[config.mk]
export PLATFORM = sky130hd
export DESIGN_NAME = reset_state_manager_sw_wdt
export DESIGN_NICKNAME = d
export VERILOG_FILES = /design/src/logic/reset_mgr_pkg.sv /design/src/logic/reset_state_manager_sw_wdt.sv
export SDC_FILE = /design/constraint.sdc
export NUM_CORES = 1
export LEC_CHECK = 0
export BUFFER_PORTS_ARGS = -buffer_cell sky130_fd_sc_hd__buf_2
export CELL_PAD_IN_SITES_DETAIL_PLACEMENT = 1
export CELL_PAD_IN_SITES_GLOBAL_PLACEMENT = 1
export CORE_AREA = 4 4 110 112
export CTS_CLUSTER_SIZE = 24
export DETAILED_ROUTE_END_ITERATION = 8
export DIE_AREA = 0 0 114 116
export PLACE_DENSITY = 0.84
export SLEW_MARGIN = 15
export SYNTH_ARGS = -nofsm -noshare
export SYNTH_HDL_FRONTEND = slang
export SYNTH_SLANG_ARGS = --single-unit
[constraint.sdc]
create_clock -name aclk -period 4.75 [get_ports aclk]
set_input_delay 0.7125 -clock aclk [delete_from_list [all_inputs] [get_ports aclk]]
set_output_delay 0.7125 -clock aclk [all_outputs]
set_load 0.02 [all_outputs]
[src/logic/reset_mgr_pkg.sv]
// Package with register map, field layout and state types of the reset state manager.
package reset_mgr_pkg;
  localparam logic [3:0] OFF_COMMAND = 4'h0;
  localparam logic [3:0] OFF_STATUS  = 4'h4;
  localparam logic [3:0] OFF_MODE    = 4'h8;
  localparam logic [7:0] WRITE_KEY   = 8'hA5;
  localparam int KEY_LSB        = 24;
  localparam int CPU_CMD_BIT    = 0;
  localparam int PERIPH_CMD_BIT = 2;
  localparam int EXT_CMD_BIT    = 3;
  localparam int EDGE_BIT       = 0;
  localparam int CAUSE_LSB      = 8;
  localparam int LEVEL_BIT      = 16;
  localparam int BUSY_BIT       = 17;
  localparam int UREN_BIT       = 0;
  localparam int UIEN_BIT       = 4;
  localparam int LEN_LSB        = 8;
  localparam logic [2:0] CAUSE_GENERAL  = 3'h0;
  localparam logic [2:0] CAUSE_WATCHDOG = 3'h2;
  localparam logic [2:0] CAUSE_SOFTWARE = 3'h3;
  localparam logic [2:0] CAUSE_USER     = 3'h4;
  localparam logic [1:0] STATE_CYCLES   = 2'h2;
  localparam logic [1:0] RESP_OKAY      = 2'h0;
  localparam logic [1:0] RESP_SLVERR    = 2'h2;

  typedef enum logic [1:0] {
    ST_IDLE     = 2'b00,
    ST_SOFTWARE = 2'b01,
    ST_WATCHDOG = 2'b10,
    ST_USER     = 2'b11
  } rst_state_e;

  typedef struct packed {
    logic       cpu;
    logic       periph;
    logic       ext;
  } reset_lines_s;

  typedef struct packed {
    rst_state_e   state;
    logic [1:0]   cnt;
    logic [16:0]  ext_cnt;
    reset_lines_s act;
    logic         busy;
    logic [2:0]   cause;
    logic [2:0]   pend_cause;
    logic         cpu_in_cmd;
    logic         edge_flag;
    logic         ur_en;
    logic         ui_en;
    logic [3:0]   ext_len;
    logic [2:0]   pin_sync;
    logic [1:0]   slow_sync;
    logic [1:0]   wd_sync;
    logic [1:0]   wd_en_sync;
    logic [1:0]   cpu_only_sync;
    logic         slow_prev;
    logic         sw_ext_mask;
    logic         irq;
    logic         awvalid_seen;
    logic [3:0]   awaddr;
    logic         wvalid_seen;
    logic [31:0]  wdata;
    logic         bvalid;
    logic [1:0]   bresp;
    logic         rvalid;
    logic [31:0]  rdata;
    logic [1:0]   rresp;
  } state_s;
endpackage

[src/logic/reset_state_manager_sw_wdt.sv]
// Reset state manager for software, watchdog and user resets with an AXI4-Lite register slave.
`timescale 1ns/10ps
`default_nettype none
// Notes on behaviour
// Processor command resets processor and watchdog.
// Peripheral command resets all embedded peripherals.
// Software pairs peripheral with processor command.
// External command drives pin for length.
// Any command enters two-cycle software state.
// Assert at once, release on slow tick.
// Own external pulse never starts user reset.
// Cause records software only with processor.
// Busy flag blocks further command writes.
// Watchdog fault gives two-cycle watchdog state.
// Full watchdog: cpu, periph, external reset.
// Processor-only watchdog: processor reset alone.
// Watchdog reset disabled means fault ignored.
// Priority: watchdog, software, then user.
// Watchdog preempts software; pin ignored there.
// Level bit mirrors synchronised pin.
// Falling pin edge sets flag; read clears.
// Interrupt when flag, enable, no user reset.
// Cause field encodes type; read keeps it.
// Command and mode writes need key.
// External pulse lasts two power length-plus-one.
// User reset enable selects pin reset.
// Cause updates at processor reset release.
module reset_state_manager_sw_wdt (
  // Clock, reset and enable.
  input  wire logic        aclk,
  input  wire logic        aresetn,
  input  wire logic        clk_en,
  // Slow clock, watchdog and pin inputs from other domains.
  input  wire logic        slow_clk,
  input  wire logic        wd_fault,
  input  wire logic        wd_reset_enable,
  input  wire logic        wd_cpu_only,
  input  wire logic        ext_pin_in,
  // AXI4-Lite write channels.
  input  wire logic        s_awvalid,
  output logic             s_awready,
  input  wire logic [3:0]  s_awaddr,
  input  wire logic        s_wvalid,
  output logic             s_wready,
  input  wire logic [31:0] s_wdata,
  input  wire logic [3:0]  s_wstrb,
  output logic             s_bvalid,
  input  wire logic        s_bready,
  output logic [1:0]       s_bresp,
  // AXI4-Lite read channels.
  input  wire logic        s_arvalid,
  output logic             s_arready,
  input  wire logic [3:0]  s_araddr,
  output logic             s_rvalid,
  input  wire logic        s_rready,
  output logic [31:0]      s_rdata,
  output logic [1:0]       s_rresp,
  // Reset and interrupt outputs, active high.
  output logic             cpu_reset,
  output logic             periph_reset,
  output logic             ext_pin_oe,
  output logic             ext_pin_out,
  output logic             irq
);

  // All state of the block lives in r_reg, one packed struct. The combinational process
  // below works out r_next from r_reg and the ports, and the clocked process registers it.
  // Keeping to that shape gives every field one driver and makes every output a flop.
  //
  // A command write is decoded one edge after both of its halves have been taken.
  // The write response and the selected reset lines rise at that same edge, so a master
  // that sees the response can rely on the reset already being asserted.
  // The processor and peripheral lines then stay up until the second slow tick that follows the write.
  //
  // The slow clock is never used as a clock here. It is sampled through two flops and
  // its rising edge becomes a one-cycle slow tick, and every duration counted in slow
  // cycles is counted in those ticks. The price is a few aclk cycles of lag behind the
  // true slow edge, which is small next to one slow period.
  //
  // The first slow tick after a command can come at any point of a slow period.
  // A two-cycle software state therefore lasts between one and two slow periods.
  // The same holds for the first cycle of the external pulse.
  //
  // The watchdog fault, its enable and the processor-only selector come from the slow
  // domain, so each has a two-flop synchroniser of its own. Gating the fault with the
  // enable ahead of the first flop would put logic in front of the synchroniser.
  //
  // The pin passes three flops. The first two synchronise it, and the third only serves
  // to find the falling edge, so the edge flag never sees an unsettled value.
  // A read of the status register clears the edge flag, but a falling edge seen in the
  // same cycle wins, so no edge is lost between two reads.
  //
  // A pulse that we drive onto the pin ourselves is masked from the user reset path
  // until the pin has been seen high again with our driver off. Without the mask, the
  // tail of our own pulse, delayed by the synchroniser, would start a user reset.
  //
  // Write strobes are ignored, so every register access is a full word.
  // A command written while the controller sits in watchdog or user reset is answered
  // but has no effect, because the processor is held in reset there anyway.
  // A command written while one is in progress is answered in the same way.
  //
  // The clock enable freezes every field at once, the synchronisers included.
  // A slow edge that comes and goes while frozen is missed, so keep frozen stretches short.

  reset_mgr_pkg::state_s r_reg;
  reset_mgr_pkg::state_s r_next;

  // Next state: bus slave, synchronisers, reset state machine and external pulse shaper.
  always_comb begin
    logic        slow_tick;
    logic        pin_lvl;
    logic        wd_evt;
    logic        wr_go;
    logic        rd_go;
    logic        key_ok;
    logic [2:0]  cmd;
    logic        rel;
    logic [16:0] ext_target;
    slow_tick  = 1'b0;
    pin_lvl    = 1'b0;
    wd_evt     = 1'b0;
    wr_go      = 1'b0;
    rd_go      = 1'b0;
    key_ok     = 1'b0;
    cmd        = 3'h0;
    rel        = 1'b0;
    ext_target = 17'h00000;
    r_next     = r_reg;

    // Two-flop synchronisers, three flops for the pin; logic reads the second stage, and the pin's third for its edge.
    r_next.pin_sync  = {r_reg.pin_sync[1:0], ext_pin_in};
    r_next.slow_sync = {r_reg.slow_sync[0], slow_clk};
    r_next.wd_sync       = {r_reg.wd_sync[0], wd_fault};
    r_next.wd_en_sync    = {r_reg.wd_en_sync[0], wd_reset_enable};
    r_next.cpu_only_sync = {r_reg.cpu_only_sync[0], wd_cpu_only};
    r_next.slow_prev = r_reg.slow_sync[1];
    slow_tick        = r_reg.slow_sync[1] & ~r_reg.slow_prev;
    pin_lvl          = r_reg.pin_sync[1];
    // The enable gates the fault only after both have been synchronised.
    wd_evt           = r_reg.wd_sync[1] & r_reg.wd_en_sync[1];

    // Write address and data are taken in either order.
    if (s_awvalid && !r_reg.awvalid_seen) begin
      r_next.awvalid_seen = 1'b1;
      r_next.awaddr       = s_awaddr;
    end
    if (s_wvalid && !r_reg.wvalid_seen) begin
      r_next.wvalid_seen = 1'b1;
      r_next.wdata       = s_wdata;
    end
    // A write is decoded only once both halves are held and no response is pending.
    wr_go  = r_reg.awvalid_seen && r_reg.wvalid_seen && !r_reg.bvalid;
    key_ok = (r_reg.wdata[reset_mgr_pkg::KEY_LSB +: 8] == reset_mgr_pkg::WRITE_KEY);
    if (wr_go) begin
      r_next.awvalid_seen = 1'b0;
      r_next.wvalid_seen  = 1'b0;
      r_next.bvalid       = 1'b1;
      r_next.bresp        = reset_mgr_pkg::RESP_OKAY;
      if (r_reg.awaddr == reset_mgr_pkg::OFF_COMMAND) begin
        if (key_ok && !r_reg.busy) begin
          cmd = {r_reg.wdata[reset_mgr_pkg::EXT_CMD_BIT],
                 r_reg.wdata[reset_mgr_pkg::PERIPH_CMD_BIT],
                 r_reg.wdata[reset_mgr_pkg::CPU_CMD_BIT]};
        end
      end else if (r_reg.awaddr == reset_mgr_pkg::OFF_MODE) begin
        if (key_ok) begin
          r_next.ur_en   = r_reg.wdata[reset_mgr_pkg::UREN_BIT];
          r_next.ui_en   = r_reg.wdata[reset_mgr_pkg::UIEN_BIT];
          r_next.ext_len = r_reg.wdata[reset_mgr_pkg::LEN_LSB +: 4];
        end
      end else if (r_reg.awaddr != reset_mgr_pkg::OFF_STATUS) begin
        r_next.bresp = reset_mgr_pkg::RESP_SLVERR;
      end
    end
    if (r_reg.bvalid && s_bready) begin
      r_next.bvalid = 1'b0;
    end

    // Falling pin edge sets the flag; set wins over the clearing read.
    // A read is answered one cycle after its address is taken.
    rd_go = s_arvalid && !r_reg.rvalid;
    if (rd_go) begin
      r_next.rvalid = 1'b1;
      r_next.rresp  = reset_mgr_pkg::RESP_OKAY;
      r_next.rdata  = 32'h00000000;
      if (s_araddr == reset_mgr_pkg::OFF_STATUS) begin
        r_next.rdata[reset_mgr_pkg::EDGE_BIT]       = r_reg.edge_flag;
        r_next.rdata[reset_mgr_pkg::CAUSE_LSB +: 3] = r_reg.cause;
        r_next.rdata[reset_mgr_pkg::LEVEL_BIT]      = pin_lvl;
        r_next.rdata[reset_mgr_pkg::BUSY_BIT]       = r_reg.busy;
        r_next.edge_flag                            = 1'b0;
      end else if (s_araddr == reset_mgr_pkg::OFF_MODE) begin
        r_next.rdata[reset_mgr_pkg::UREN_BIT]     = r_reg.ur_en;
        r_next.rdata[reset_mgr_pkg::UIEN_BIT]     = r_reg.ui_en;
        r_next.rdata[reset_mgr_pkg::LEN_LSB +: 4] = r_reg.ext_len;
      end else if (s_araddr != reset_mgr_pkg::OFF_COMMAND) begin
        r_next.rresp = reset_mgr_pkg::RESP_SLVERR;
      end
    end
    if (r_reg.rvalid && s_rready) begin
      r_next.rvalid = 1'b0;
    end
    if (r_reg.pin_sync[2] && !pin_lvl) begin
      r_next.edge_flag = 1'b1;
    end

    // Pulse on the pin lasts 2^(len+1) slow ticks, counted down from that figure.
    // Shifting two by the length avoids a four-bit length-plus-one that would wrap to zero at fifteen.
    // The widest pulse, at length fifteen, needs all seventeen counter bits.
    ext_target = 17'h00002 << r_reg.ext_len;
    if (r_reg.ext_cnt != 17'h00000 && slow_tick) begin
      r_next.ext_cnt = r_reg.ext_cnt - 17'h00001;
    end
    if (r_reg.ext_cnt == 17'h00001 && slow_tick) begin
      r_next.act.ext = 1'b0;
    end

    // Reset state machine; watchdog outranks software, software outranks user.
    case (r_reg.state)
      // Idle: a synchronised watchdog fault wins over a new command, and a command wins over the pin.
      reset_mgr_pkg::ST_IDLE: begin
        if (wd_evt) begin
          r_next.state      = reset_mgr_pkg::ST_WATCHDOG;
          r_next.cnt        = reset_mgr_pkg::STATE_CYCLES;
          r_next.pend_cause = reset_mgr_pkg::CAUSE_WATCHDOG;
          r_next.act.cpu    = 1'b1;
          r_next.act.periph = !r_reg.cpu_only_sync[1];
          if (!r_reg.cpu_only_sync[1]) begin
            r_next.act.ext     = 1'b1;
            r_next.ext_cnt     = ext_target;
            r_next.sw_ext_mask = 1'b1;
          end
        end else if (cmd != 3'h0) begin
          r_next.state      = reset_mgr_pkg::ST_SOFTWARE;
          r_next.cnt        = reset_mgr_pkg::STATE_CYCLES;
          r_next.busy       = 1'b1;
          r_next.cpu_in_cmd = cmd[0];
          r_next.pend_cause = reset_mgr_pkg::CAUSE_SOFTWARE;
          r_next.act.cpu    = cmd[0];
          r_next.act.periph = cmd[1];
          if (cmd[2]) begin
            r_next.act.ext     = 1'b1;
            r_next.ext_cnt     = ext_target;
            r_next.sw_ext_mask = 1'b1;
          end
        end else if (r_reg.ur_en && !pin_lvl && !r_reg.sw_ext_mask && !r_reg.act.ext) begin
          r_next.state      = reset_mgr_pkg::ST_USER;
          r_next.pend_cause = reset_mgr_pkg::CAUSE_USER;
          r_next.act.cpu    = 1'b1;
          r_next.act.periph = 1'b1;
        end else if (pin_lvl && !r_reg.act.ext) begin
          r_next.sw_ext_mask = 1'b0;
        end
      end

      // Software state: a watchdog fault takes over at once and the pin is not looked at.
      // The busy flag drops when the state is left either way, so software may retry.
      reset_mgr_pkg::ST_SOFTWARE: begin
        if (wd_evt) begin
          r_next.state      = reset_mgr_pkg::ST_WATCHDOG;
          r_next.cnt        = reset_mgr_pkg::STATE_CYCLES;
          r_next.busy       = 1'b0;
          r_next.pend_cause = reset_mgr_pkg::CAUSE_WATCHDOG;
          r_next.act.cpu    = 1'b1;
          r_next.act.periph = !r_reg.cpu_only_sync[1];
          if (!r_reg.cpu_only_sync[1]) begin
            r_next.act.ext     = 1'b1;
            r_next.ext_cnt     = ext_target;
            r_next.sw_ext_mask = 1'b1;
          end
        end else if (slow_tick) begin
          r_next.cnt = r_reg.cnt - 2'h1;
          if (r_reg.cnt == 2'h1) begin
            r_next.state      = reset_mgr_pkg::ST_IDLE;
            r_next.busy       = 1'b0;
            r_next.act.cpu    = 1'b0;
            r_next.act.periph = 1'b0;
            rel               = r_reg.cpu_in_cmd;
          end
        end
      end

      // Watchdog state: nothing can preempt it, and the cause is always reported on release.
      // A command written here is answered but ignored, as the processor is held in reset anyway.
      reset_mgr_pkg::ST_WATCHDOG: begin
        if (slow_tick) begin
          r_next.cnt = r_reg.cnt - 2'h1;
          if (r_reg.cnt == 2'h1) begin
            r_next.state      = reset_mgr_pkg::ST_IDLE;
            r_next.act.cpu    = 1'b0;
            r_next.act.periph = 1'b0;
            rel               = 1'b1;
          end
        end
      end

      // Any code left over is the user state.
      default: begin
        // User reset holds until the pin is high and our own pulse is over.
        if (pin_lvl && !r_reg.act.ext && slow_tick) begin
          r_next.state      = reset_mgr_pkg::ST_IDLE;
          r_next.act.cpu    = 1'b0;
          r_next.act.periph = 1'b0;
          rel               = 1'b1;
        end
      end
    endcase
    if (rel) begin
      r_next.cause = r_reg.pend_cause;
    end

    // Interrupt only stands in for the reset when user reset is disabled.
    r_next.irq = r_next.edge_flag && r_reg.ui_en && !r_reg.ur_en;
  end

  // State register; the clock enable freezes everything.
  // Reset is synchronous, and its branch assigns constants only.
  always_ff @(posedge aclk) begin
    if (!aresetn) begin
      r_reg       <= '0;
      r_reg.cause <= reset_mgr_pkg::CAUSE_GENERAL;
    end else if (clk_en) begin
      r_reg <= r_next;
    end
  end

  // Outputs straight from the state register.
  // The ready signals are inverted flag bits, so they too come from flops and never from a bus input.
  // The pin is only ever pulled low; its level while driven is fixed.
  always_comb begin
    s_awready    = !r_reg.awvalid_seen;
    s_wready     = !r_reg.wvalid_seen;
    s_bvalid     = r_reg.bvalid;
    s_bresp      = r_reg.bresp;
    s_arready    = !r_reg.rvalid;
    s_rvalid     = r_reg.rvalid;
    s_rdata      = r_reg.rdata;
    s_rresp      = r_reg.rresp;
    cpu_reset    = r_reg.act.cpu;
    periph_reset = r_reg.act.periph;
    ext_pin_oe   = r_reg.act.ext;
    ext_pin_out  = 1'b0;
    irq          = r_reg.irq;
  end

endmodule
`default_nettype wire

Word-level counts from Yosys, hierarchy flattened
Index checks and enable logic that the tools add are counted.
W data, S select, Z words.
Cells by class
  magnitude comparators: 0
  add/subtract/negate cells: 2
  equality and inequality tests: 19
  shift-type cells: 1
  reductions and logical operators: 56
  divide/modulo/power cells: 0
  mux-type cells: 78
  $mul: 0
  bitwise operators: 5
Operators by type and width (count)
  $mux W17: 4
  $mux W35: 1
  $pmux W17 S2: 1
  $mux W1: 33
  $mux W33: 1
  $mux W2: 16
  $mux W3: 9
  $mux W24: 1
  $mux W19: 1
  $logic_and A1 B1 Y1: 18
  $pmux W2 S3: 3
  $reduce_and A2 Y1: 9
  $eq A17 B1 Y1 const B: 1
  $reduce_bool A17 Y1: 1
  $shl A2 B4 Y17 const A: 1
  $sub A17 B1 Y17 const B: 1
  $ne A4 B4 Y1 const B: 4
  $mux W4: 3
  $reduce_and A6 Y1: 2
  $logic_not A1 Y1: 10
  $reduce_bool A2 Y1: 5
  $ne A3 B3 Y1 const B: 3
  $eq A4 B4 Y1 const B: 2
  $eq A8 B8 Y1 const B: 1
  20 further kinds: 30
Storage, ports and cells
  latch bits: 0
  input bits: 57
  memories kept: 0
  output and inout bits: 46
  logic and storage cells: 192
  bits in writable memories: 0
  register bits after elaboration: 105
  memory bits (read-only): 0

Longest topological paths before layout
Gate-level depths: netlist of the first run.
  depth in word-level cells: 9
  mapped depth: 10
  gate-level depth less buffers: 8

Worst setup path before layout of the first run
No wires, ideal clock.
  kind: reg2reg
  start point: register r_reg[128] in the netlist's numbering
  end point: register r_reg[114] in the netlist's numbering
  cell stages (with the launch flop): 11
  data required time: 4.676 ns
  path buffers: 2
  arrival time: 2.068 ns
  path slack: 2.608 ns
  cells stage by stage: dfxtp_1 > inv_1 > ha_1 > buf_2 > inv_1 > a211o_1 > o31a_1 > or2_1 > clkbuf_2 > or4_1 > o21ai_0
On the way
  word-level cells in the longest chain between the ends: 2
Ends and longest elaborated chain
  start, declared: line reset_state_manager_sw_wdt.sv:105  | reset_mgr_pkg::state_s r_reg;
  start signal, assigned: line reset_state_manager_sw_wdt.sv:323  | r_reg <= r_next;
  $eq A2 B1 Y1 / $logic_not A2 Y1 (equally long branches): line reset_state_manager_sw_wdt.sv:219  | case (r_reg.state)
  $pmux W17 S2 *: line reset_state_manager_sw_wdt.sv:219
Mark *: on every way between the ends. The rest lies on a longest branch, timed or not.
A chain may end at the register's enable or synchronous reset.

Worst setup path in the final report of the first run
  start point: input port clk_en
  end point: register r_reg, in the netlist s_rdata[0]
On the way
  word-level cells in the longest chain between the ends: 1
Ends and longest elaborated chain
  start, declared: line reset_state_manager_sw_wdt.sv:32  | input wire logic clk_en,
  $reduce_and A2 Y1 (no source line)
Every way passes these cells.

==> flow_summary_export.csv, run 1 <==
group,metric,value,unit
final_layout,drive_gt1_share,13.70,%
power,leakage,2.047,nW
yosys,yosys.area.top_type_share,37.07,%
yosys,synth_most_common_cell,"dfxtp_1",
min_path,hold_path.class,"reg -> reg",
yosys,synthTopCellsByArea,"dfxtp_1 (37%), nand2_1 (6.6%), mux2i_1 (6.4%)",
drt,route.detailed.drc,0,
cts,cts_setup_buffers,0,
final_layout,design_area,5164,um2
floorplan,core,11220,um2
min_path,worstHoldPathCells,2,
timing,setup_viol,0,
power,p_sw,404.3,uW
critical_path,arrival,3.14,ns
critical_path,path_class,"in -> reg",
cts,numCtsBuffers,9,
timing,worstMarginPinSlew,1.016,ns
timing,slew_violations,0,
power,power_frac_comb,9.5,%
global_route,grt_usage,20.88,%
yosys,synthFlopType,"dfxtp_1",
final_layout,nets,666,
yosys,netlist_instances,573,
timing,max_freq,0.3481,GHz
power,vdd_drop_max,0.0001465,V
critical_path,required,5.01,ns
yosys,synth_cell_type_count,66,
yosys,avgSynthCellArea,8.199,um2
yosys,synth_warnings,0,
run_status,status,"finished clean",
cts,ctsHoldBuffers,0,
power,power_density,310.8,nW/um2
floorplan,io_pins,103,
critical_path,worst_path_max_delay_cell,"nor4_1",
global_route,antenna_found_initial,0,
drt,first_pass_iters,5,
timing,hold_viol,0,
critical_path,max_stage_delay,0.95,ns
final_layout,largest_register_ffs,64,
cts,clockBufferDepth,2,
drt,wire_per_inst,17.96,um
timing,finalSetupTns,0,ns
place,io_buffers,55,
critical_path,ff2ff_path_depth,8,
drt,wl,13.45,mm
critical_path,worstPathMaxFanout,33,
global_route,grt_pass1_wl,22.06,mm
cts,cts_root_buf,"clkbuf_16",
global_route,grt_max_degree,47,
floorplan,num_rows,39,
yosys,synth_edf_count,0,
critical_path,cp_num_cells,5,
floorplan,die_area,13220,um2
yosys,yosysTopAreaCell,"dfxtp_1",
critical_path,worstPathCellList,"buf_2, nand2_1, nor4_1, a22oi_1, a21boi_0",
place,place_worst_setup_slack,1.612,ns
place,gp_congestion,0.8956,
timing,rsz0062_at_grt,"no",
cts,clkSinkCount,87,
critical_path,cp_num_buf_inv,1,
yosys,synthArstFlopShare,0,%
yosys,yosys-top-cells-count,"dfxtp_1 (87), nand2_1 (82), buf_4 (37)",
power,netSwitchingFraction,25.19,%
cts,clkTransAtPathRegs,0.06,ns
yosys,yosysSeqAreaShare,37.07,%
final_layout,final_util,46.01,%
critical_path,critPathLaunchType,"primary input",
drt,via_per_inst,5.666,
drt,antenna_left,0,
critical_path,cp_top_family,"simple AND/OR/NAND/NOR gates",
run,drv_cap,0,
power,seq_power_share,47.6,%
floorplan,die_h,116,um
drt,first_iter_violations,154,
floorplan,initial_core_util,41.86,%
place,place_area,4883,um2
floorplan,die_x,114,um
timing,relSlewSlack,31.62,%
cts,cts_resized,0,
yosys,synth-seq-cells,87,
global_route,grt_pass1_vias,4407,
final_layout,area_growth_syn_to_layout,9.907,%
power,intPower,1.201,mW
timing,fin_ws,1.878,ns
timing,clock_skew,0.007940,ns
place,dp_hpwl,9.663,mm
drt,num_vias,4244,
power,clockPowerShare,43.0,%
global_route,grt_remaining_overflow,0,
critical_path,cp-end-kind,"flip-flop",
timing,post-route-period-util,60.47,%
final_layout,diodes,0,
timing,post-route-min-period,2.872,ns
power,power,1.605,mW
cts,insertion_delay,0.35,ns
cts,cts_tree,"done",
yosys,netlist_area,4698,um2
cts,htreeDepth,3,
[final timing paths]
| kind | from | endpoint | slack [ns] |
|---|---|---|---|
| setup reg to reg | r_reg[128] | r_reg[122] | 1.91 |
| hold / removal | s_rdata[9] | s_rdata[9] | 0.46 |
| setup / recovery | clk_en | s_rdata[0] | 1.88 |
| hold reg to reg | s_rdata[9] | s_rdata[9] | 0.46 |
[power groups by stage]
stage               Clock [mW]  Combinational (mW)  Sequential [mW]
floorplan                    0               0.124            0.775
detailed placement           0               0.150            0.779
global placement             0               0.145            0.778
global route             0.726               0.169            0.766
CTS                      0.698               0.151            0.763
finish                   0.689               0.152            0.764
[cell usage in the layout, fill, tap and decap left out, types with 9 or more instances in the layout]
cell	count
dfxtp_1	87
nand2_1	82
buf_2	55
nor2_1	36
a21oi_1	32
mux2i_1	30
nor2b_1	28
nor3_1	27
conb_1	27
o21ai_0	17
a21boi_0	15
nand3_1	13
inv_1	12
nor4_1	11
clkbuf_16	9
[worst min-delay path, stage by stage (launching register included)]
cell	delay, ns
dfxtp_1	0.31
nand2_1	0.05
a21oi_1	0.05
[kinds of logic (layout without fill, tap and decap cells)]
group                    Yosys count  in the layout  synth area share (%)
flip-flops                        87             87                 37.07
AND/OR/NAND/NOR                  244            244                 26.63
multiplexers                      31             31                 6.631
AO/OA/AOI/OAI                    123            123                 18.22
other                              1             27               0.07982
buffers and inverters             79             86                 9.320
XOR/XNOR                           1              1                0.1865
adder cells (fa/ha/maj)            7              7                 1.864
[layout make-up]
class,count,area [um2]
fillers,1392,6060
multi-input cells,433,2616
flip-flops and latches,87,1742
clock buffers,11,232.7
repair buffers,58,297.8
inverters,13,48.80
well taps,143,178.9
clock inverters,4,47.55
[layer usage]
layer | routed length, um | up-vias | GRT usage [%]
met2 | 6887 | 103 | 37.08
met3 | 582 | 27 | 3.603
met1 | 5668 | 2073 | 25.20
li1 | - | 2041 | -
met4 | 312 | 0 | 7.997
met5 | 0 | - | 0
[stage by stage]
stage	std cells	hold slack, ns
2_1_floorplan	599	0.4323
3_3_place_gp	734	0.4472
3_5_place_dp	734	0.4490
4_1_cts	749	0.4576
5_1_grt	749	0.4803
6_report	749	0.4563
Power figures use the tool's default switching activity.
==> run 2, diff against run 1 <==
- CORE_AREA: 4 4 110 112 -> 4 4 114 116
- DIE_AREA: 0 0 114 116 -> 0 0 118 120
- PLACE_DENSITY: 0.84 -> 0.79
- clock period: 4.75 -> 2.9 ns (I/O delays scaled with it)
==> flow_summary_export.csv, run 2 (synthesis gave the netlist of run 1 again) <==
group,metric,value,unit
drt,antenna_left,0,
timing,setup_viol,0,
cts,numCtsBuffers,9,
final_layout,final_cell_mix,"dfxtp_1 (87), nand2_1 (82), buf_2 (55), nor2_1 (36), a21oi_1 (32)",
critical_path,cp-end-kind,"flip-flop",
final_layout,area_growth_syn_to_layout,12.68,%
critical_path,worstPathMaxFanout,10,
global_route,grt_usage,19.04,%
cts,ctsHoldBuffers,0,
drt,num_vias,4245,
critical_path,path_class,"reg -> reg",
timing,post-route-min-period,2.527,ns
power,vdd_drop_max,0.0002530,V
drt,first_pass_iters,4,
drt,wire_per_inst,17.66,um
run_status,status,"finished clean",
min_path,min_to,"r_next[80]",
cts,cts_root_buf,"clkbuf_16",
drt,wl,13.49,mm
drt,via_per_inst,5.556,
global_route,antenna_found_initial,0,
critical_path,required,3.19,ns
critical_path,arrival,2.82,ns
drt,first_iter_violations,275,
cts,cts_setup_buffers,0,
floorplan,die_area,14160,um2
final_layout,nets,676,
final_layout,layout.cells.non_filler,764,
floorplan,die_h,120,um
cts,clkTransAtPathRegs,0.07,ns
cts,cts_tree,"done",
global_route,grt_pass1_vias,4295,
power,leakage,2.126,nW
final_layout,drive_gt1_share,15.56,%
place,dp_hpwl,10.01,mm
final_layout,final_common_cell,"dfxtp_1",
drt,route.detailed.drc,0,
place,dp.cells,748,
min_path,worstHoldPathCells,3,
critical_path,ff2ff_path_depth,8,
timing,max_freq,0.3957,GHz
timing,worstMarginPinSlew,0.7509,ns
critical_path,r2r-start,"r_reg[128]",
min_path,hold_path_startpoint,"wd_cpu_only",
critical_path,r2r_end,"r_reg[113]",
power,power_density,526.4,nW/um2
global_route,grt_pass1_wl,22.05,mm
timing,finalSetupTns,0,ns
critical_path,critPathLaunchType,"flip-flop",
cts,clockBufferDepth,2,
global_route,grt_remaining_overflow,0,
cts,insertion_delay,0.34,ns
timing,slew_violations,0,
global_route,grt_max_degree,41,
floorplan,die_x,118,um
floorplan,io_pins,103,
place,io_buffers,55,
floorplan,initial_core_util,39.44,%
cts,htreeDepth,3,
timing,post-route-period-util,87.14,%
final_layout,largest_register_ffs,64,
cts,clkSinkCount,87,
timing,relSlewSlack,49.23,%
place,gp_congestion,0.9279,
run,drv_cap,0,
min_path,hold_path.class,"in -> reg",
timing,hold_viol,0,
final_layout,diodes,0,
floorplan,core,11910,um2
timing,clock_skew,0.006167,ns
floorplan,num_rows,40,
critical_path,regToRegSetupSlack,0.37,ns
cts,cts_resized,0,
timing,rsz0062_at_grt,"no",
-- run 2: changes by cell type in the layout (fill, tap and decap cells not counted), sizes merged --
| cell | delta |
|---|---|
| clkbuf | -1 |
| inv | +2 |
| bufinv | +1 |
| clkinvlp | -1 |
| buf | +10 |
-- run 2: how the worst max path moves through the flow --
stage,cells after the start,startpoint,end
after floorplan,10,r_reg[128],r_reg[114]
after global placement,8,r_reg[128],r_reg[113]
after detailed placement,8,r_reg[128],r_reg[113]
after CTS,8,r_reg[128],r_reg[113]
after global routing,8,r_reg[128],r_reg[113]
final,8,r_reg[128],r_reg[113]
-- run 2: report_power, final --
part           internal, mW  total, mW  leakage [nW]  switching (mW)
clock                 0.785       1.28         0.163           0.500
combinational        0.0863      0.252          1.26           0.166
sequential             1.22       1.25         0.705          0.0266
-- run 2: critical path, stage by stage (launching register included) --
cell and delay [ns]:
dfxtp_1 0.36, inv_1 0.11, ha_1 0.37, inv_1 0.13, a211o_1 0.34, o31a_1 0.15, or2_1 0.32, nor3_1 0.45
a221o_1 0.23
-- run 2: layout make-up --
type	count	area, um2
Sequential cell	87	1742
Clock inverter	6	91.34
Fill cell	1452	6618
Tap cell	147	183.9
Clock buffer	10	239.0
Timing Repair Buffer	68	372.9
Inverter	13	48.80
Multi-Input combinational cell	433	2616
-- run 2: metrics by stage --
stage / cell area, um2 / power (mW) / utilization, % / hold slack, ns / setup WS [ns]
after floorplan: 4796 / 1.472 / - / 0.4323 / 0.7577
after global routing: 5294 / 2.899 / 44.44 / 0.3300 / 0.1330
after detailed placement: 4964 / 1.526 / 41.67 / 0.4492 / 0.4169
after CTS: 5294 / 2.814 / 44.44 / 0.3267 / 0.3757
final: 5294 / 2.786 / 44.44 / 0.3338 / 0.3730
after global placement: 4964 / 1.518 / 41.67 / 0.4422 / 0.5266
-- run 2: metal layers --
metal | wire [um] | share of wire (%) | track usage [%] | vias to the layer above
met5 | 0 | 0 | 0 | -
met4 | 257 | 1.9 | 6.593 | 0
met3 | 555 | 4.1 | 3.582 | 19
met2 | 7002 | 52 | 34.03 | 103
met1 | 5675 | 42 | 22.90 | 2065
li1 | - | - | - | 2058
==> run 3, diff against run 2 <==
- GPL_TIMING_DRIVEN: default -> 0
==> flow_summary_export.csv, run 3 (synthesis gave the netlist of run 1 again) <==
group,metric,value,unit
drt,num_vias,4524,
global_route,antenna_found_initial,0,
critical_path,ff2ff_path_depth,8,
critical_path,worstPathMaxFanout,10,
timing,finalSetupTns,0,ns
power,intPower,2.026,mW
critical_path,r2r_end,"r_reg[122]",
drt,antenna_left,0,
min_path,min_to,"r_reg[47]",
floorplan,die_x,118,um
critical_path,cp-end-kind,"flip-flop",
run,drv_cap,0,
critical_path,path_class,"in -> reg",
min_path,hold_path_startpoint,"s_wdata[9]",
drt,via_per_inst,5.544,
floorplan,die_area,14160,um2
timing,post-route-min-period,2.691,ns
power,seq_power_share,45.7,%
cts,clkTransAtPathRegs,0.07,ns
cts,cts_setup_buffers,0,
cts,cts_resized,0,
power,p_sw,709.2,uW
floorplan,num_rows,40,
critical_path,regToRegSetupSlack,0.27,ns
cts,insertion_delay,0.35,ns
power,leakage,2.282,nW
power,vdd_drop_max,0.0003069,V
final_layout,drive_gt1_share,17.94,%
critical_path,required,3.13,ns
floorplan,core,11910,um2
global_route,grt_max_degree,15,
floorplan,io_pins,103,
timing,worstMarginPinSlew,1.049,ns
cts,cts_tree,"done",
critical_path,r2r-start,"r_reg[128]",
global_route,grt_pass1_vias,4626,
critical_path,critPathLaunchType,"primary input",
drt,first_pass_iters,4,
power,netSwitchingFraction,25.93,%
global_route,grt_usage,22.03,%
timing,rsz0062_at_grt,"no",
power,clockPowerShare,43.4,%
critical_path,arrival,2.92,ns
cts,ctsHoldBuffers,0,
global_route,grt_pass1_wl,24.66,mm
power,power_density,492.9,nW/um2
cts,clockBufferDepth,2,
cts,numCtsBuffers,9,
floorplan,die_h,120,um
place,dp_hpwl,11.48,mm
timing,setup_viol,0,
timing,clock_skew,0.01149,ns
place,place_area,5250,um2
cts,htreeDepth,3,
place,gp_congestion,0.8788,
timing,hold_viol,0,
floorplan,initial_core_util,39.44,%
min_path,hold_path.class,"in -> reg",
min_path,worstHoldPathCells,3,
cts,cts_root_buf,"clkbuf_16",
drt,wire_per_inst,19.06,um
global_route,grt_remaining_overflow,0,
timing,post-route-period-util,92.81,%
timing,max_freq,0.3716,GHz
final_layout,largest_register_ffs,64,
power,power_frac_comb,10.9,%
run_status,status,"finished clean",
final_layout,diodes,0,
final_layout,final_cell_mix,"dfxtp_1 (87), nand2_1 (82), buf_2 (55), buf_4 (37), nor2_1 (36)",
final_layout,final_common_cell,"dfxtp_1",
final_layout,design_area,5550,um2
timing,relSlewSlack,29.43,%
drt,wl,15.55,mm
timing,slew_violations,0,
final_layout,area_growth_syn_to_layout,18.14,%
drt,first_iter_violations,239,
final_layout,nets,728,
drt,route.detailed.drc,0,
place,io_buffers,54,
cts,clkSinkCount,87,
run 3: cell count changes in the layout (fill, tap and decap cells not counted), moves of 2 or more:
cell      previous run  this run
inv_6                2         0
buf_1                0         4
clkbuf_1             0        24
buf_4               13        37
run 3: how the worst max path moves through the flow:
stage | from | slack [ns] | cells after the start | to
final | clk_en | 0.21 | 7 | r_reg[125]
after global routing | r_reg[128] | 0.13 | 8 | r_reg[122]
after global placement | clk_en | -0.08 | 7 | r_reg[126]
after floorplan | r_reg[128] | 0.76 | 10 | r_reg[114]
after CTS | clk_en | 0.24 | 7 | r_reg[125]
after detailed placement | clk_en | -0.14 | 7 | r_reg[125]
run 3: power by group through the flow:
stage	logic (mW)	clock network, mW	registers, mW
2_1_floorplan	0.203	0	1.27
3_3_place_gp	0.285	0	1.27
3_5_place_dp	0.292	0	1.28
4_1_cts	0.295	1.21	1.25
5_1_grt	0.327	1.27	1.25
6_report	0.299	1.19	1.25
run 3: layer usage:
layer	vias up	share of wire [%]	global-route usage [%]
li1	2164	-	-
met1	2200	42	26.09
met2	126	50	38.88
met3	34	4.2	4.100
met4	0	3.1	9.670
met5	-	0	0
run 3: final cells by class:
| cell class | instances | area (um2) |
|---|---|---|
| fill | 1490 | 6361 |
| multi-input combinational | 433 | 2616 |
| sequential | 87 | 1742 |
| buffer | 66 | 389.1 |
| timing repair buffer | 54 | 270.3 |
| clock buffer | 11 | 242.7 |
| tap | 147 | 183.9 |
| clock inverter | 5 | 57.56 |
| inverter | 13 | 48.80 |
run 3: worst max-delay path, stage by stage:
cell and delay (ns):
buf_2 0.10, clkbuf_1 0.59, clkbuf_1 0.62, buf_1 0.61, o221ai_1 0.31, nand3_1 0.16, o41ai_1 0.09
run 3: metrics by stage:
step	worst slack (ns)	instances	hold WS [ns]	util (%)	total power, mW
6_report	0.2086	816	0.3246	46.60	2.736
5_1_grt	0.1266	816	0.3271	46.60	2.847
4_1_cts	0.2361	816	0.3176	46.60	2.751
3_5_place_dp	-0.1350	800	0.4529	44.08	1.568
3_3_place_gp	-0.07706	800	0.4456	44.08	1.559
2_1_floorplan	0.7577	599	0.4323	-	1.472
